**config.mk**
```make
export PLATFORM = sky130hd
export DESIGN_NAME = loop_detector_call_timing
export DESIGN_NICKNAME = d
export VERILOG_FILES = /design/src/core/tick_gen.v /design/src/core/option_timer.v /design/src/core/loop_detector_call_timing.v
export VERILOG_INCLUDE_DIRS = /design/src /design/src/core
export SDC_FILE = /design/constraint.sdc
export NUM_CORES = 1
export LEC_CHECK = 0
export ABC_AREA = 0
export BUFFER_PORTS_ARGS = -buffer_cell sky130_fd_sc_hd__buf_2
export CAP_MARGIN = 5
export CORE_MARGIN = 4
export CORE_UTILIZATION = 55
export CTS_CLUSTER_SIZE = 20
export DETAILED_ROUTE_END_ITERATION = 10
export PLACE_DENSITY_LB_ADDON = 0.12
export SLEW_MARGIN = 40
export SYNTH_ARGS = -nofsm -noshare
export SYNTH_HDL_FRONTEND = slang
export SYNTH_SLANG_ARGS = --single-unit
```
**constraint.sdc**
```tcl
create_clock -name sys_clk -period 7.7 [get_ports sys_clk]
set_input_delay 1.54 -clock sys_clk [delete_from_list [all_inputs] [get_ports sys_clk]]
set_output_delay 1.54 -clock sys_clk [all_outputs]
set_load 0.03 [all_outputs]
```
**src/core/loop_timing_defines.vh**
```
/*
 * Constants for the loop detector call timing block: sensitivity codes,
 * field widths, times and derived cycle counts at a 40 MHz system clock.
 * Assumes inclusion by bare name from the core design files.
 */
`ifndef LOOP_TIMING_DEFINES_VH
`define LOOP_TIMING_DEFINES_VH

// ************************************
// Clock and time bases
// ************************************
`define CLK_HZ 40000000
`define TENTH_SEC_MS 100
// Cycles per 0.1 s tick: 40e6 * 100 / 1000
`define TENTH_CYCLES ((`CLK_HZ / 1000) * `TENTH_SEC_MS)
`define TENTHS_PER_SEC 10

// ************************************
// Sensitivity field: levels 0..8, then the two forced states
// ************************************
`define SENS_W 4
`define SENS_LEVELS 9
`define SENS_TOP 4'h8
`define SENS_CONT_CALL 4'h9
`define SENS_CHAN_OFF 4'hA

// ************************************
// Other field widths
// ************************************
`define FREQ_W 3
`define DELAY_W 8
`define EXT_W 8
`define MAXP_W 10
`define MAXP_LIMIT 10'h3E7

// ************************************
// Mode and timing figures, in the unit each name gives (seconds, ms, cycles or tenths)
// ************************************
`define PRESENCE_MIN_SEC 8'hF0
`define PULSE_MS 125
`define PULSE_CYCLES ((`CLK_HZ / 1000) * `PULSE_MS)
`define PULSE_TUNE_TENTHS 5'h14
`define PULSE_RECOVER_TENTHS 5'h05
`define PEAK_HOLD_TENTHS 5'h14
`define OPTION_TIMEOUT_SEC 900

`endif

```
**src/core/tick_gen.v**
```verilog
/*
 * Tick generator: one-cycle enables every 0.1 s and every 1 s.
 * Assumes a free-running system clock and a synchronous reset.
 */
`timescale 1ns/1ps
`default_nettype none
`include "loop_timing_defines.vh"

module tick_gen #(
   parameter TENTH_COUNT = `TENTH_CYCLES
) (
   // Clock and reset
   input wire sys_clk,
   input wire reset,
   // Tick pulses
   output reg tenthTick,
   output reg secTick
);

   reg [31:0] divCount_reg;
   reg [3:0] tenthCount_reg;

   // Divide the clock down to 0.1 s, then by ten for seconds
   always @(posedge sys_clk) begin
      if (reset) begin
         divCount_reg <= 32'h0;
         tenthCount_reg <= 4'h0;
         tenthTick <= 1'b0;
         secTick <= 1'b0;
      end else begin
         tenthTick <= 1'b0;
         secTick <= 1'b0;
         if (divCount_reg == TENTH_COUNT - 1) begin
            divCount_reg <= 32'h0;
            tenthTick <= 1'b1;
            if (tenthCount_reg == `TENTHS_PER_SEC - 1) begin
               tenthCount_reg <= 4'h0;
               secTick <= 1'b1;
            end else begin
               tenthCount_reg <= tenthCount_reg + 4'h1;
            end
         end else begin
            divCount_reg <= divCount_reg + 32'h1;
         end
      end
   end

endmodule
`default_nettype wire

```
**src/core/option_timer.v**
```verilog
/*
 * Shared display options with a self-clearing timeout and the peak
 * inductance-change hold. Assumes tick pulses from tick_gen.
 */
`timescale 1ns/1ps
`default_nettype none
`include "loop_timing_defines.vh"

module option_timer #(
   parameter TIMEOUT_SEC = `OPTION_TIMEOUT_SEC,
   parameter CHG_W = 8
) (
   // Clock and reset
   input wire sys_clk,
   input wire reset,
   input wire tenthTick,
   input wire secTick,
   // Option requests, pulses
   input wire inductOnReq,
   input wire inductOffReq,
   input wire changeOnReq,
   input wire changeOffReq,
   // Change measurement
   input wire anyCall,
   input wire [CHG_W-1:0] changeIn,
   // Outputs
   output reg inductShow,
   output reg changeShow,
   output reg [CHG_W-1:0] peakChange
);

   reg [9:0] inductLeft_reg;
   reg [9:0] changeLeft_reg;
   reg [4:0] holdLeft_reg;

   // Each option is global to both channels and clears after its timeout
   always @(posedge sys_clk) begin
      if (reset) begin
         inductShow <= 1'b0;
         inductLeft_reg <= 10'h0;
         changeShow <= 1'b0;
         changeLeft_reg <= 10'h0;
      end else begin
         if (inductOnReq) begin
            inductShow <= 1'b1;
            inductLeft_reg <= TIMEOUT_SEC[9:0];
         end else if (inductOffReq || (inductShow && secTick && inductLeft_reg == 10'h1)) begin
            inductShow <= 1'b0;
            inductLeft_reg <= 10'h0;
         end else if (inductShow && secTick) begin
            inductLeft_reg <= inductLeft_reg - 10'h1;
         end
         if (changeOnReq) begin
            changeShow <= 1'b1;
            changeLeft_reg <= TIMEOUT_SEC[9:0];
         end else if (changeOffReq || (changeShow && secTick && changeLeft_reg == 10'h1)) begin
            changeShow <= 1'b0;
            changeLeft_reg <= 10'h0;
         end else if (changeShow && secTick) begin
            changeLeft_reg <= changeLeft_reg - 10'h1;
         end
      end
   end

   // Peak change is captured during a call and held two seconds
   always @(posedge sys_clk) begin
      if (reset) begin
         peakChange <= {CHG_W{1'b0}};
         holdLeft_reg <= 5'h0;
      end else if (!changeShow) begin
         peakChange <= {CHG_W{1'b0}};
         holdLeft_reg <= 5'h0;
      end else if (anyCall && changeIn >= peakChange) begin
         peakChange <= changeIn;
         holdLeft_reg <= `PEAK_HOLD_TENTHS;
      end else if (tenthTick) begin
         if (holdLeft_reg > 5'h1) begin
            holdLeft_reg <= holdLeft_reg - 5'h1;
         end else begin
            holdLeft_reg <= 5'h0;
            peakChange <= anyCall ? changeIn : {CHG_W{1'b0}};
         end
      end
   end

endmodule
`default_nettype wire

```
**src/core/loop_detector_call_timing.v**
```verilog
/*
 * Two-channel call conditioning for an inductive loop detector: forced
 * states, delay, extension, presence/pulse, max presence with the
 * green_end_resync wait, and the shared display options.
 * Assumes detect and fault inputs synchronous to sys_clk; phase green
 * inputs are active low and already synchronised.
 */
`timescale 1ns/1ps
`default_nettype none
`include "loop_timing_defines.vh"

// Function
// - Continuous call forces call, oscillator off
// - Channel off forces no call, oscillator off
// - Sensitivity: nine levels plus two states
// - Eight loop frequency settings per channel
// - Call delay 0-255 s from entry
// - Green active aborts delay to zero
// - Extension 0-25.5 s after zone empties
// - Re-entry returns to detect, full restart
// - Presence holds call four minutes minimum
// - Pulse mode: one 125 ms pulse
// - Pulse: tune out after two seconds
// - Pulse: full sensitivity within 0.5 s
// - Max presence 1-999 s or off
// - Vacant before expiry: drop, no reset
// - Expiry without resync: reset channel
// - Resync wait: vacancy drops, green end resets
// - Resync only allowed with max presence on
// - Loop fault skips resync reset
// - Inductance display shared, 15 min timeout
// - Change display holds peak two seconds
// - Extension gating follows phase green
module loop_detector_call_timing #(
   parameter NCH = 2,
   parameter TENTH_COUNT = `TENTH_CYCLES,
   parameter PULSE_COUNT = `PULSE_CYCLES,
   parameter TIMEOUT_SEC = `OPTION_TIMEOUT_SEC,
   parameter CHG_W = 8
) (
   // Clock and reset
   input wire sys_clk,
   input wire reset,
   // Loop front end, one bit per channel
   input wire [NCH-1:0] vehDetect,
   input wire [NCH-1:0] loopFault,
   input wire [NCH-1:0] phaseGreen_n,
   // Per-channel settings, packed
   input wire [NCH*`SENS_W-1:0] sensSel,
   input wire [NCH*`FREQ_W-1:0] freqSel,
   input wire [NCH*`DELAY_W-1:0] delaySet,
   input wire [NCH*`EXT_W-1:0] extSet,
   input wire [NCH*`MAXP_W-1:0] maxPresSet,
   input wire [NCH-1:0] pulseMode,
   input wire [NCH-1:0] resyncEnable,
   input wire [NCH-1:0] extGateEnable,
   // Shared display options, pulses
   input wire inductOnReq,
   input wire inductOffReq,
   input wire changeOnReq,
   input wire changeOffReq,
   input wire [CHG_W-1:0] changeIn,
   // Call and loop control outputs
   output reg [NCH-1:0] callOut,
   output reg [NCH-1:0] oscEnable,
   output reg [NCH*`FREQ_W-1:0] oscFreq,
   output reg [NCH*`SENS_W-1:0] oscSens,
   output reg [NCH-1:0] tuneOut,
   output reg [NCH-1:0] chanReset,
   output reg [NCH-1:0] resyncWait,
   // Display outputs
   output reg inductShow,
   output reg changeShow,
   output reg [CHG_W-1:0] peakChange
);

   // ************************************
   // Channel states
   // ************************************
   localparam ST_IDLE = 3'h0;
   localparam ST_DELAY = 3'h1;
   localparam ST_CALL = 3'h2;
   localparam ST_EXT = 3'h3;
   localparam ST_WAIT = 3'h4;
   localparam ST_TUNED = 3'h5;
   localparam ST_RECOVER = 3'h6;

   // Sensitivity code decode, used for both forced states
   function isForced;
      input [`SENS_W-1:0] s;
      begin
         isForced = (s == `SENS_CONT_CALL) || (s == `SENS_CHAN_OFF);
      end
   endfunction

   // Clamp of an out-of-range level back to the top selectable level
   function [`SENS_W-1:0] clampSens;
      input [`SENS_W-1:0] s;
      begin
         clampSens = (s >= `SENS_LEVELS) ? `SENS_TOP : s;
      end
   endfunction

   wire tenthTick;
   wire secTick;
   wire optInduct;
   wire optChange;
   wire [CHG_W-1:0] optPeak;

   // ************************************
   // Shared helpers
   // ************************************
   tick_gen #(
      .TENTH_COUNT(TENTH_COUNT)
   ) u_ticks (
      .sys_clk(sys_clk),
      .reset(reset),
      .tenthTick(tenthTick),
      .secTick(secTick)
   );

   option_timer #(
      .TIMEOUT_SEC(TIMEOUT_SEC),
      .CHG_W(CHG_W)
   ) u_options (
      .sys_clk(sys_clk),
      .reset(reset),
      .tenthTick(tenthTick),
      .secTick(secTick),
      .inductOnReq(inductOnReq),
      .inductOffReq(inductOffReq),
      .changeOnReq(changeOnReq),
      .changeOffReq(changeOffReq),
      .anyCall(|callOut),
      .changeIn(changeIn),
      .inductShow(optInduct),
      .changeShow(optChange),
      .peakChange(optPeak)
   );

   // Register the option outputs so every top output is a flip-flop
   always @(posedge sys_clk) begin
      if (reset) begin
         inductShow <= 1'b0;
         changeShow <= 1'b0;
         peakChange <= {CHG_W{1'b0}};
      end else begin
         inductShow <= optInduct;
         changeShow <= optChange;
         peakChange <= optPeak;
      end
   end

   // ************************************
   // Per-channel call timing
   // ************************************
   genvar ch;
   generate
      for (ch = 0; ch < NCH; ch = ch + 1) begin : g_chan
         wire [`SENS_W-1:0] sens = sensSel[ch*`SENS_W +: `SENS_W];
         wire [`DELAY_W-1:0] dlySet = delaySet[ch*`DELAY_W +: `DELAY_W];
         wire [`EXT_W-1:0] xtSet = extSet[ch*`EXT_W +: `EXT_W];
         wire [`MAXP_W-1:0] mpSet = maxPresSet[ch*`MAXP_W +: `MAXP_W];
         wire green = ~phaseGreen_n[ch];
         // Max presence is off at 0 or above 999
         wire mpOn = (mpSet != 10'h0) && (mpSet <= `MAXP_LIMIT);
         // Resync only counts while max presence is on
         wire resyncOn = resyncEnable[ch] && mpOn;
         // Extension skipped when gated and not in green
         wire extAllowed = !extGateEnable[ch] || green;
         wire present = vehDetect[ch];

         reg [2:0] state_reg;
         reg [2:0] state_next;
         reg [7:0] delayLeft_reg;
         reg [7:0] extLeft_reg;
         reg [9:0] mpLeft_reg;
         reg [7:0] minHold_reg;
         reg [4:0] tuneCount_reg;
         reg [31:0] pulseCount_reg;
         reg greenPrev_reg;

         // Next-state decode for the presence path
         always @* begin
            state_next = state_reg;
            case (state_reg)
               ST_IDLE: begin
                  if (present) begin
                     // Zero delay or green goes straight to call
                     state_next = (dlySet == 8'h0 || green) ? ST_CALL : ST_DELAY;
                  end
               end
               ST_DELAY: begin
                  if (!present) begin
                     state_next = ST_IDLE;
                  end else if (green || (secTick && delayLeft_reg <= 8'h1)) begin
                     state_next = ST_CALL;
                  end
               end
               ST_CALL: begin
                  if (!present) begin
                     // Extension after the last vehicle leaves
                     state_next = (xtSet != 8'h0 && extAllowed) ? ST_EXT : ST_IDLE;
                  end else if (mpOn && secTick && mpLeft_reg <= 10'h1 && minHold_reg == 8'h0) begin
                     state_next = resyncOn ? ST_WAIT : ST_IDLE;
                  end
               end
               ST_EXT: begin
                  if (present) begin
                     state_next = ST_CALL;
                  end else if (tenthTick && extLeft_reg <= 8'h1) begin
                     state_next = ST_IDLE;
                  end
               end
               ST_WAIT: begin
                  if (!present) begin
                     state_next = ST_IDLE;
                  end else if (greenPrev_reg && !green && !loopFault[ch]) begin
                     state_next = ST_IDLE;
                  end
               end
               default: state_next = ST_IDLE;
            endcase
         end

         // State, timers and outputs of one channel
         always @(posedge sys_clk) begin
            if (reset) begin
               state_reg <= ST_IDLE;
               delayLeft_reg <= 8'h0;
               extLeft_reg <= 8'h0;
               mpLeft_reg <= 10'h0;
               minHold_reg <= 8'h0;
               tuneCount_reg <= 5'h0;
               pulseCount_reg <= 32'h0;
               greenPrev_reg <= 1'b0;
               callOut[ch] <= 1'b0;
               oscEnable[ch] <= 1'b0;
               oscFreq[ch*`FREQ_W +: `FREQ_W] <= 3'h0;
               oscSens[ch*`SENS_W +: `SENS_W] <= 4'h0;
               tuneOut[ch] <= 1'b0;
               chanReset[ch] <= 1'b0;
               resyncWait[ch] <= 1'b0;
            end else begin
               greenPrev_reg <= green;
               chanReset[ch] <= 1'b0;
               // Eight frequency settings pass to the oscillator
               oscFreq[ch*`FREQ_W +: `FREQ_W] <= freqSel[ch*`FREQ_W +: `FREQ_W];
               // Nine levels reach the oscillator; 9 and A are forced states, B to F clamp to level 8
               oscSens[ch*`SENS_W +: `SENS_W] <= clampSens(sens);
               oscEnable[ch] <= !isForced(sens);
               if (isForced(sens)) begin
                  // Forced states hold the output and park the timers
                  state_reg <= ST_IDLE;
                  callOut[ch] <= (sens == `SENS_CONT_CALL);
                  tuneOut[ch] <= 1'b0;
                  resyncWait[ch] <= 1'b0;
                  pulseCount_reg <= 32'h0;
               end else if (pulseMode[ch]) begin
                  resyncWait[ch] <= 1'b0;
                  // Pulse timer gives one 125 ms call per arrival
                  if (pulseCount_reg != 32'h0) begin
                     pulseCount_reg <= pulseCount_reg - 32'h1;
                     callOut[ch] <= (pulseCount_reg != 32'h1);
                  end else begin
                     callOut[ch] <= 1'b0;
                  end
                  case (state_reg)
                     ST_IDLE: begin
                        tuneOut[ch] <= 1'b0;
                        if (present) begin
                           state_reg <= ST_CALL;
                           pulseCount_reg <= PULSE_COUNT;
                           callOut[ch] <= 1'b1;
                           tuneCount_reg <= `PULSE_TUNE_TENTHS;
                        end
                     end
                     ST_CALL: begin
                        if (!present) begin
                           state_reg <= ST_RECOVER;
                           tuneCount_reg <= `PULSE_RECOVER_TENTHS;
                        end else if (tenthTick) begin
                           if (tuneCount_reg <= 5'h1) begin
                              state_reg <= ST_TUNED;
                              tuneOut[ch] <= 1'b1;
                           end else begin
                              tuneCount_reg <= tuneCount_reg - 5'h1;
                           end
                        end
                     end
                     ST_TUNED: begin
                        // Front end rebaselines; a drop of detect ends the tune-out
                        if (!present) begin
                           tuneOut[ch] <= 1'b0;
                           state_reg <= ST_IDLE;
                        end
                     end
                     ST_RECOVER: begin
                        // Back to idle within half a second of leaving
                        if (present) begin
                           state_reg <= ST_IDLE;
                        end else if (tenthTick) begin
                           if (tuneCount_reg <= 5'h1) begin
                              state_reg <= ST_IDLE;
                           end else begin
                              tuneCount_reg <= tuneCount_reg - 5'h1;
                           end
                        end
                     end
                     default: state_reg <= ST_IDLE;
                  endcase
               end else begin
                  tuneOut[ch] <= 1'b0;
                  pulseCount_reg <= 32'h0;
                  state_reg <= state_next;
                  // Delay counter loads on entry, forced to zero in green
                  if (state_reg == ST_IDLE && state_next == ST_DELAY) begin
                     delayLeft_reg <= dlySet;
                  end else if (state_reg == ST_DELAY && green) begin
                     delayLeft_reg <= 8'h0;
                  end else if (state_reg == ST_DELAY && secTick && delayLeft_reg != 8'h0) begin
                     delayLeft_reg <= delayLeft_reg - 8'h1;
                  end else if (state_reg != ST_DELAY) begin
                     delayLeft_reg <= 8'h0;
                  end
                  // Extension reloads in full each time the zone empties
                  if (state_next == ST_EXT && state_reg != ST_EXT) begin
                     extLeft_reg <= xtSet;
                  end else if (state_reg == ST_EXT && tenthTick && extLeft_reg != 8'h0) begin
                     extLeft_reg <= extLeft_reg - 8'h1;
                  end
                  // Max presence and minimum hold start with the call
                  if ((state_reg == ST_IDLE || state_reg == ST_DELAY) && state_next == ST_CALL) begin
                     mpLeft_reg <= mpSet;
                     minHold_reg <= `PRESENCE_MIN_SEC;
                  end else if (state_reg == ST_CALL && secTick) begin
                     if (mpLeft_reg != 10'h0) begin
                        mpLeft_reg <= mpLeft_reg - 10'h1;
                     end
                     if (minHold_reg != 8'h0) begin
                        minHold_reg <= minHold_reg - 8'h1;
                     end
                  end
                  // Reset only while occupied; vacancy drops quietly
                  if (present && state_next == ST_IDLE &&
                      (state_reg == ST_CALL || state_reg == ST_WAIT)) begin
                     chanReset[ch] <= 1'b1;
                  end
                  callOut[ch] <= (state_next == ST_CALL) || (state_next == ST_EXT) ||
                                 (state_next == ST_WAIT);
                  resyncWait[ch] <= (state_next == ST_WAIT);
               end
            end
         end
      end
   endgenerate

endmodule
`default_nettype wire

```
======== Yosys cells after proc, flatten, opt, wreduce, memory -nomap -nowiden ========
Index checks and enable logic that the tools add are counted.
word-level totals
  register bits ........................... 257
  bits in latches ......................... 0
  bits in writable memories ............... 0
  bits in read-only memories .............. 0
  output and inout bits ................... 34
  memories ................................ 0
operators by class
  $add $sub $neg .......................... 17
  multipliers ............................. 0
  div/mod/pow operators ................... 0
  order comparisons ....................... 14
  eq/ne operators ......................... 59
  shift-type cells ........................ 0
  mux-type cells .......................... 132
  bitwise logic cells ..................... 8
  reductions and logical operators ........ 142
operators with widths
  operator                 number
  $mux W32                 6
  $mux W8                  22
  $mux W10                 12
  $mux W3                  38
  $mux W5                  13
  $ne A32 B1 Y1 const B    2
  $reduce_bool A32 Y1      2
  $reduce_bool A8 Y1       8
  $sub A32 B1 Y32 const B  2
  $sub A8 B1 Y8 const B    6
  $logic_and A1 B1 Y1      47
  $reduce_bool A10 Y1      4
  $sub A10 B1 Y10 const B  4
  $add A32 B1 Y32 const B  1
  $eq A32 B22 Y1 const B   1
  $le A8 B1 Y1 const B     4
  $logic_not A8 Y1         4
  $pmux W3 S5              2
  $pmux W5 S3              2
  $mux W1                  26
  $eq A3 B2 Y1 const B     8
  $eq A3 B3 Y1 const B     8
  $pmux W3 S4              2
  $reduce_bool A2 Y1       11
  other kinds (34)         137

======== Longest topological paths before layout ========
  depth in word-level cells ............... 13
  gate-level depth with buffers ........... 11
  depth with buffers taken out ............ 9

======== Modules after synthesis ========
A second synthesis with hierarchy kept.
unflattened totals
  cell total of the unflattened synthesis .. 1694
  area total of the unflattened synthesis .. 13704.4 um2
modules (own cells, without submodules)
  module                     times used  cells an instance  area an instance (um2)  sequential area each (um2)
  loop_detector_call_timing  1           1245               9840.7                  3683.5
  tick_gen                   1           228                1938.1                  760.7
  option_timer               1           221                1925.6                  700.7

======== Least setup slack after synthesis ========
OpenSTA, ideal clock, no wires.
  path kind ............................... input to register
  start point ............................. in extSet[12]
  end point ............................... reg g_chan[1].mpLeft_reg[9]
  arrival ................................. 3.517 ns
  required time ........................... 7.583 ns
  slack ................................... 4.065 ns
  stages on the path ...................... 8
  buffers on the path ..................... 1
  path through ............................ or4_1 > o211ai_1 > nand2_1 > a2111o_1 > nor3b_4 > buf_6 > a22o_1 > a32o_1
on the way
  cells in the longest elaborated chain, start to end .. 9
  elaborated cells on any way between the ends .. 11
  classes of those cells .................. 1 x eq/ne; 4 x mux; 6 x reduce/logical
RTL lines
  item                          RTL line                         source
  start, declared               loop_detector_call_timing.v:52   input wire [NCH*`EXT_W-1:0] extSet,
  $reduce_bool A8 Y1 *          loop_detector_call_timing.v:203  state_next = (xtSet != 8'h0 && extAllowed) ? ST_EXT : ST_IDLE;
  $logic_and A1 B1 Y1 *         loop_detector_call_timing.v:203
  $mux W2 *                     loop_detector_call_timing.v:203
  $mux W3 *                     loop_detector_call_timing.v:201  if (!present) begin
  $pmux W3 S5 *                 loop_detector_call_timing.v:186  case (state_reg)
  $eq A3 B2 Y1 *                loop_detector_call_timing.v:333  if ((state_reg == ST_IDLE || state_reg == ST_DELAY) && state_next == ST_CALL) begin
  $logic_and A1 B1 Y1 *         loop_detector_call_timing.v:333
  $reduce_bool A2 Y1 (no line)  -
  $reduce_and A4 Y1 (no line)   -
  end signal, assigned          loop_detector_call_timing.v:334  mpLeft_reg <= mpSet;
  end signal, assigned          loop_detector_call_timing.v:338  mpLeft_reg <= mpLeft_reg - 10'h1;
  end, declared                 loop_detector_call_timing.v:177  reg [9:0] mpLeft_reg;
Mark *: on every way between the ends. The rest lies on a longest branch, timed or not.
A chain may end at the register's enable or synchronous reset.

======== Final worst setup path ========
  start point ............................. reg g_chan[1].state_reg[1]
  end point ............................... reg g_chan[1].mpLeft_reg[5]
on the way
  cells in the longest elaborated chain, start to end .. 7
  elaborated cells on any way between the ends .. 23
  classes of those cells .................. 5 x eq/ne; 11 x mux; 7 x reduce/logical
RTL lines
  item                                      RTL line                         source
  start, declared                           loop_detector_call_timing.v:173  reg [2:0] state_reg;
  start signal, assigned                    loop_detector_call_timing.v:315  state_reg <= state_next;
  $mux W3 (on tied branches) (2 in series)  -
  $pmux W3 S5                               loop_detector_call_timing.v:186
  $eq A3 B2 Y1                              loop_detector_call_timing.v:333
  $logic_and A1 B1 Y1                       loop_detector_call_timing.v:333
  $reduce_bool A2 Y1 (no line)              -
  $reduce_and A4 Y1 (no line)               -
Several ways; a longest one is shown, not always the timed one.

==> results.cfg <==
[layout]
instances_no_fill = 2085
final_cell_mix = dfxtp_1, nor2_1, nand2_1
drive_above_1_share_pct = 12.3
multiInputGateArea_um2 = 7720
fillers = 2147
seq_area_um2 = 5140
fin_nets = 1880
final_common_cell = dfxtp_1
largest_register_ffs = 64
area_growth_pct = 12.5

[pwr]
leakage_nw = 5.78
powerDensity_nw_per_um2 = 284
ir_drop_mv = 0.177

[detailed_routing]
num_vias = 12100
drt-total-wl_mm = 31.7
final_antenna_net_count = 0
drc = 0
avgViaCountPerCell = 5.78
wl_per_cell_um = 15.2
dr.first_iter.drc_count = 708
first_pass_iters = 5

[sta]
skew_ps = 9.02
hold_viol_final = 0
rsz0062_at_grt = no
min_period_ps = 3780
timing.fmax_mhz = 265
setup_viol = 0
slew_viol_final = 0
slew_headroom_pct = 46.6
worst_slew_pin_slew_ps = 799
finalCritPeriodShare_pct = 49.1
fin_ws_ps = 3920
fin_tns_setup_ps = 0
timing.hold.ws_ps = 454

[min_path]
min-delay-path-class = reg2reg
min_path_cells = 1
min_to = u_ticks.divCount_reg[0]
hold_start = u_ticks.divCount_reg[0]

[placement]
place_inst = 2036
dp_hpwl_mm = 22.5
dpl_worst_slack_ps = 3370
portBuffers = 125
gp_congestion = 0.884

[synth]
ys_warn_count = 0
syn_inst = 1652
avgSynthCellArea_um2 = 8.08
syn_area_um2 = 13400
synth_edf_count = 0
synth_cell_types = 83
synth_seq_cells = 257
yosysSeqAreaShare_pct = 38.5
syn_nets = 1785
synth-async-reset-ratio_pct = 0
synth_ff_type = dfxtp_1

[floorplanning]
io_pins = 126
die_area_um2 = 26800
core_um2 = 23700
die_w_um = 164
die_h_um = 164
rows = 56
start_util_pct = 56.4

[grt]
track_usage_pct = 23.1
gr-total-overflow = 0
grt_antenna_before_repair = 3
grt_max_degree = 85
grt_pass1_vias = 11100
grt_pass1_wl_mm = 53.0

[setup_path]
slowest_stage = nor3b_1
max_stage_delay_ps = 720
critPathCaptureType = flip-flop
cp_max_fo = 16
r2r_slack_ps = 3920
r2r_start = g_chan[1].state_reg[1]
path_class = reg2reg
arrival_ps = 4240
worst_ep_required_time_ps = 8160
path_cells = nor3b_1, o211ai_1, nor2_1, a2111o_1, nor3b_4, mux2_2, a21oi_1
rr_endpoint = g_chan[1].mpLeft_reg[5]
critPathLaunchType = flip-flop
worstRegToRegCells = 7

[clock_network]
path_clk_slew_ps = 60
clockRootBuffer = clkbuf_16
clockBufferDepth = 3
hold_buffers = 0
tritoncts = built
h-tree-depth = 1
clock_latency_ps = 540
cts_resized = 0
cts_buffers = 28
post_cts_buffers = 0
clkSinkCount = 257

[job]
drv_cap = 0

[run_status]
outcome = finished, final reports clean
[metrics by stage]
stage,total power [mW],utilization (%),instance area (um^2)
floorplan,2.75,-,13400
global placement,3.00,59.7,14100
detailed placement,3.03,59.8,14200
CTS,4.29,63.4,15000
global route,4.55,63.4,15000
finish,4.26,63.4,15000
[metal layers]
layer  GRT usage (%)  vias to the layer above  wire length (um)
met1            32.6                     5597             15100
met3            3.51                       55              1860
met5               0                        -                23
met4            5.38                        4               691
li1                -                     6115                 -
met2            37.6                      285             14000
[worst max-delay path, delay by kind of cell, from the launching register on]
family | cells | cell delay, ps
AO/OA/AOI/OAI | 3 | 760
flip-flops | 1 | 650
multiplexers | 1 | 390
AND/OR/NAND/NOR | 3 | 1890
[cell usage after synthesis, types with 18 or more instances]
library cell | number | area (um^2)
dfxtp_1 | 257 | 5140
xnor2_1 | 62 | 543
ha_1 | 41 | 513
nand4_1 | 21 | 131
nand3_1 | 33 | 165
a22oi_1 | 18 | 135
clkbuf_1 | 54 | 203
xor2_1 | 48 | 420
inv_1 | 61 | 229
o21ai_0 | 77 | 385
nor3_1 | 80 | 400
or4_1 | 21 | 158
nand2b_1 | 21 | 131
nor4_1 | 44 | 275
nand2_1 | 125 | 469
nor2_1 | 254 | 953
or3_1 | 27 | 169
nor2b_1 | 21 | 131
a21oi_1 | 99 | 495
a211oi_1 | 29 | 218
and2_1 | 20 | 125
[kinds of logic (layout without fill, tap and decap cells)]
group,count (synthesis),in the layout,synth area share (%)
simple gates,749,749,28.3
compound gates,357,357,17.4
mux,9,9,0.703
fa+ha+maj,41,41,3.84
flops,257,257,38.5
xor+xnor,110,110,7.21
buf+inv,129,242,4.04
other cells,0,1,0
[cell type report]
cell class | instances | share of cell area (%)
Inverter | 62 | 1.55
Antenna cell | 1 | 0.0167
Clock buffer | 37 | 5.10
Multi-Input combinational cell | 1266 | 51.4
Tap cell | 319 | 2.66
Sequential cell | 257 | 34.2
Timing Repair Buffer | 132 | 4.55
Clock inverter | 11 | 0.533
[power by group]
part	leakage, nW	internal [mW]	switching [mW]
sequential	2.09	1.46	0.127
clock	0.426	0.726	0.525
combinational	3.26	0.595	0.836
total	5.78	2.78	1.49
[worst max-delay path by stage]
stage | startpoint | to | depth (start not counted)
detailed placement | vehDetect[0] | g_chan[0].minHold_reg[2] | 7
CTS | vehDetect[0] | g_chan[0].minHold_reg[2] | 7
global placement | vehDetect[0] | g_chan[0].minHold_reg[2] | 7
floorplan | extSet[12] | g_chan[1].mpLeft_reg[9] | 8
global route | g_chan[1].state_reg[1] | g_chan[1].mpLeft_reg[5] | 7
finish | g_chan[1].state_reg[1] | g_chan[1].mpLeft_reg[5] | 7
No activity file was read; power rests on OpenSTA's default activity.
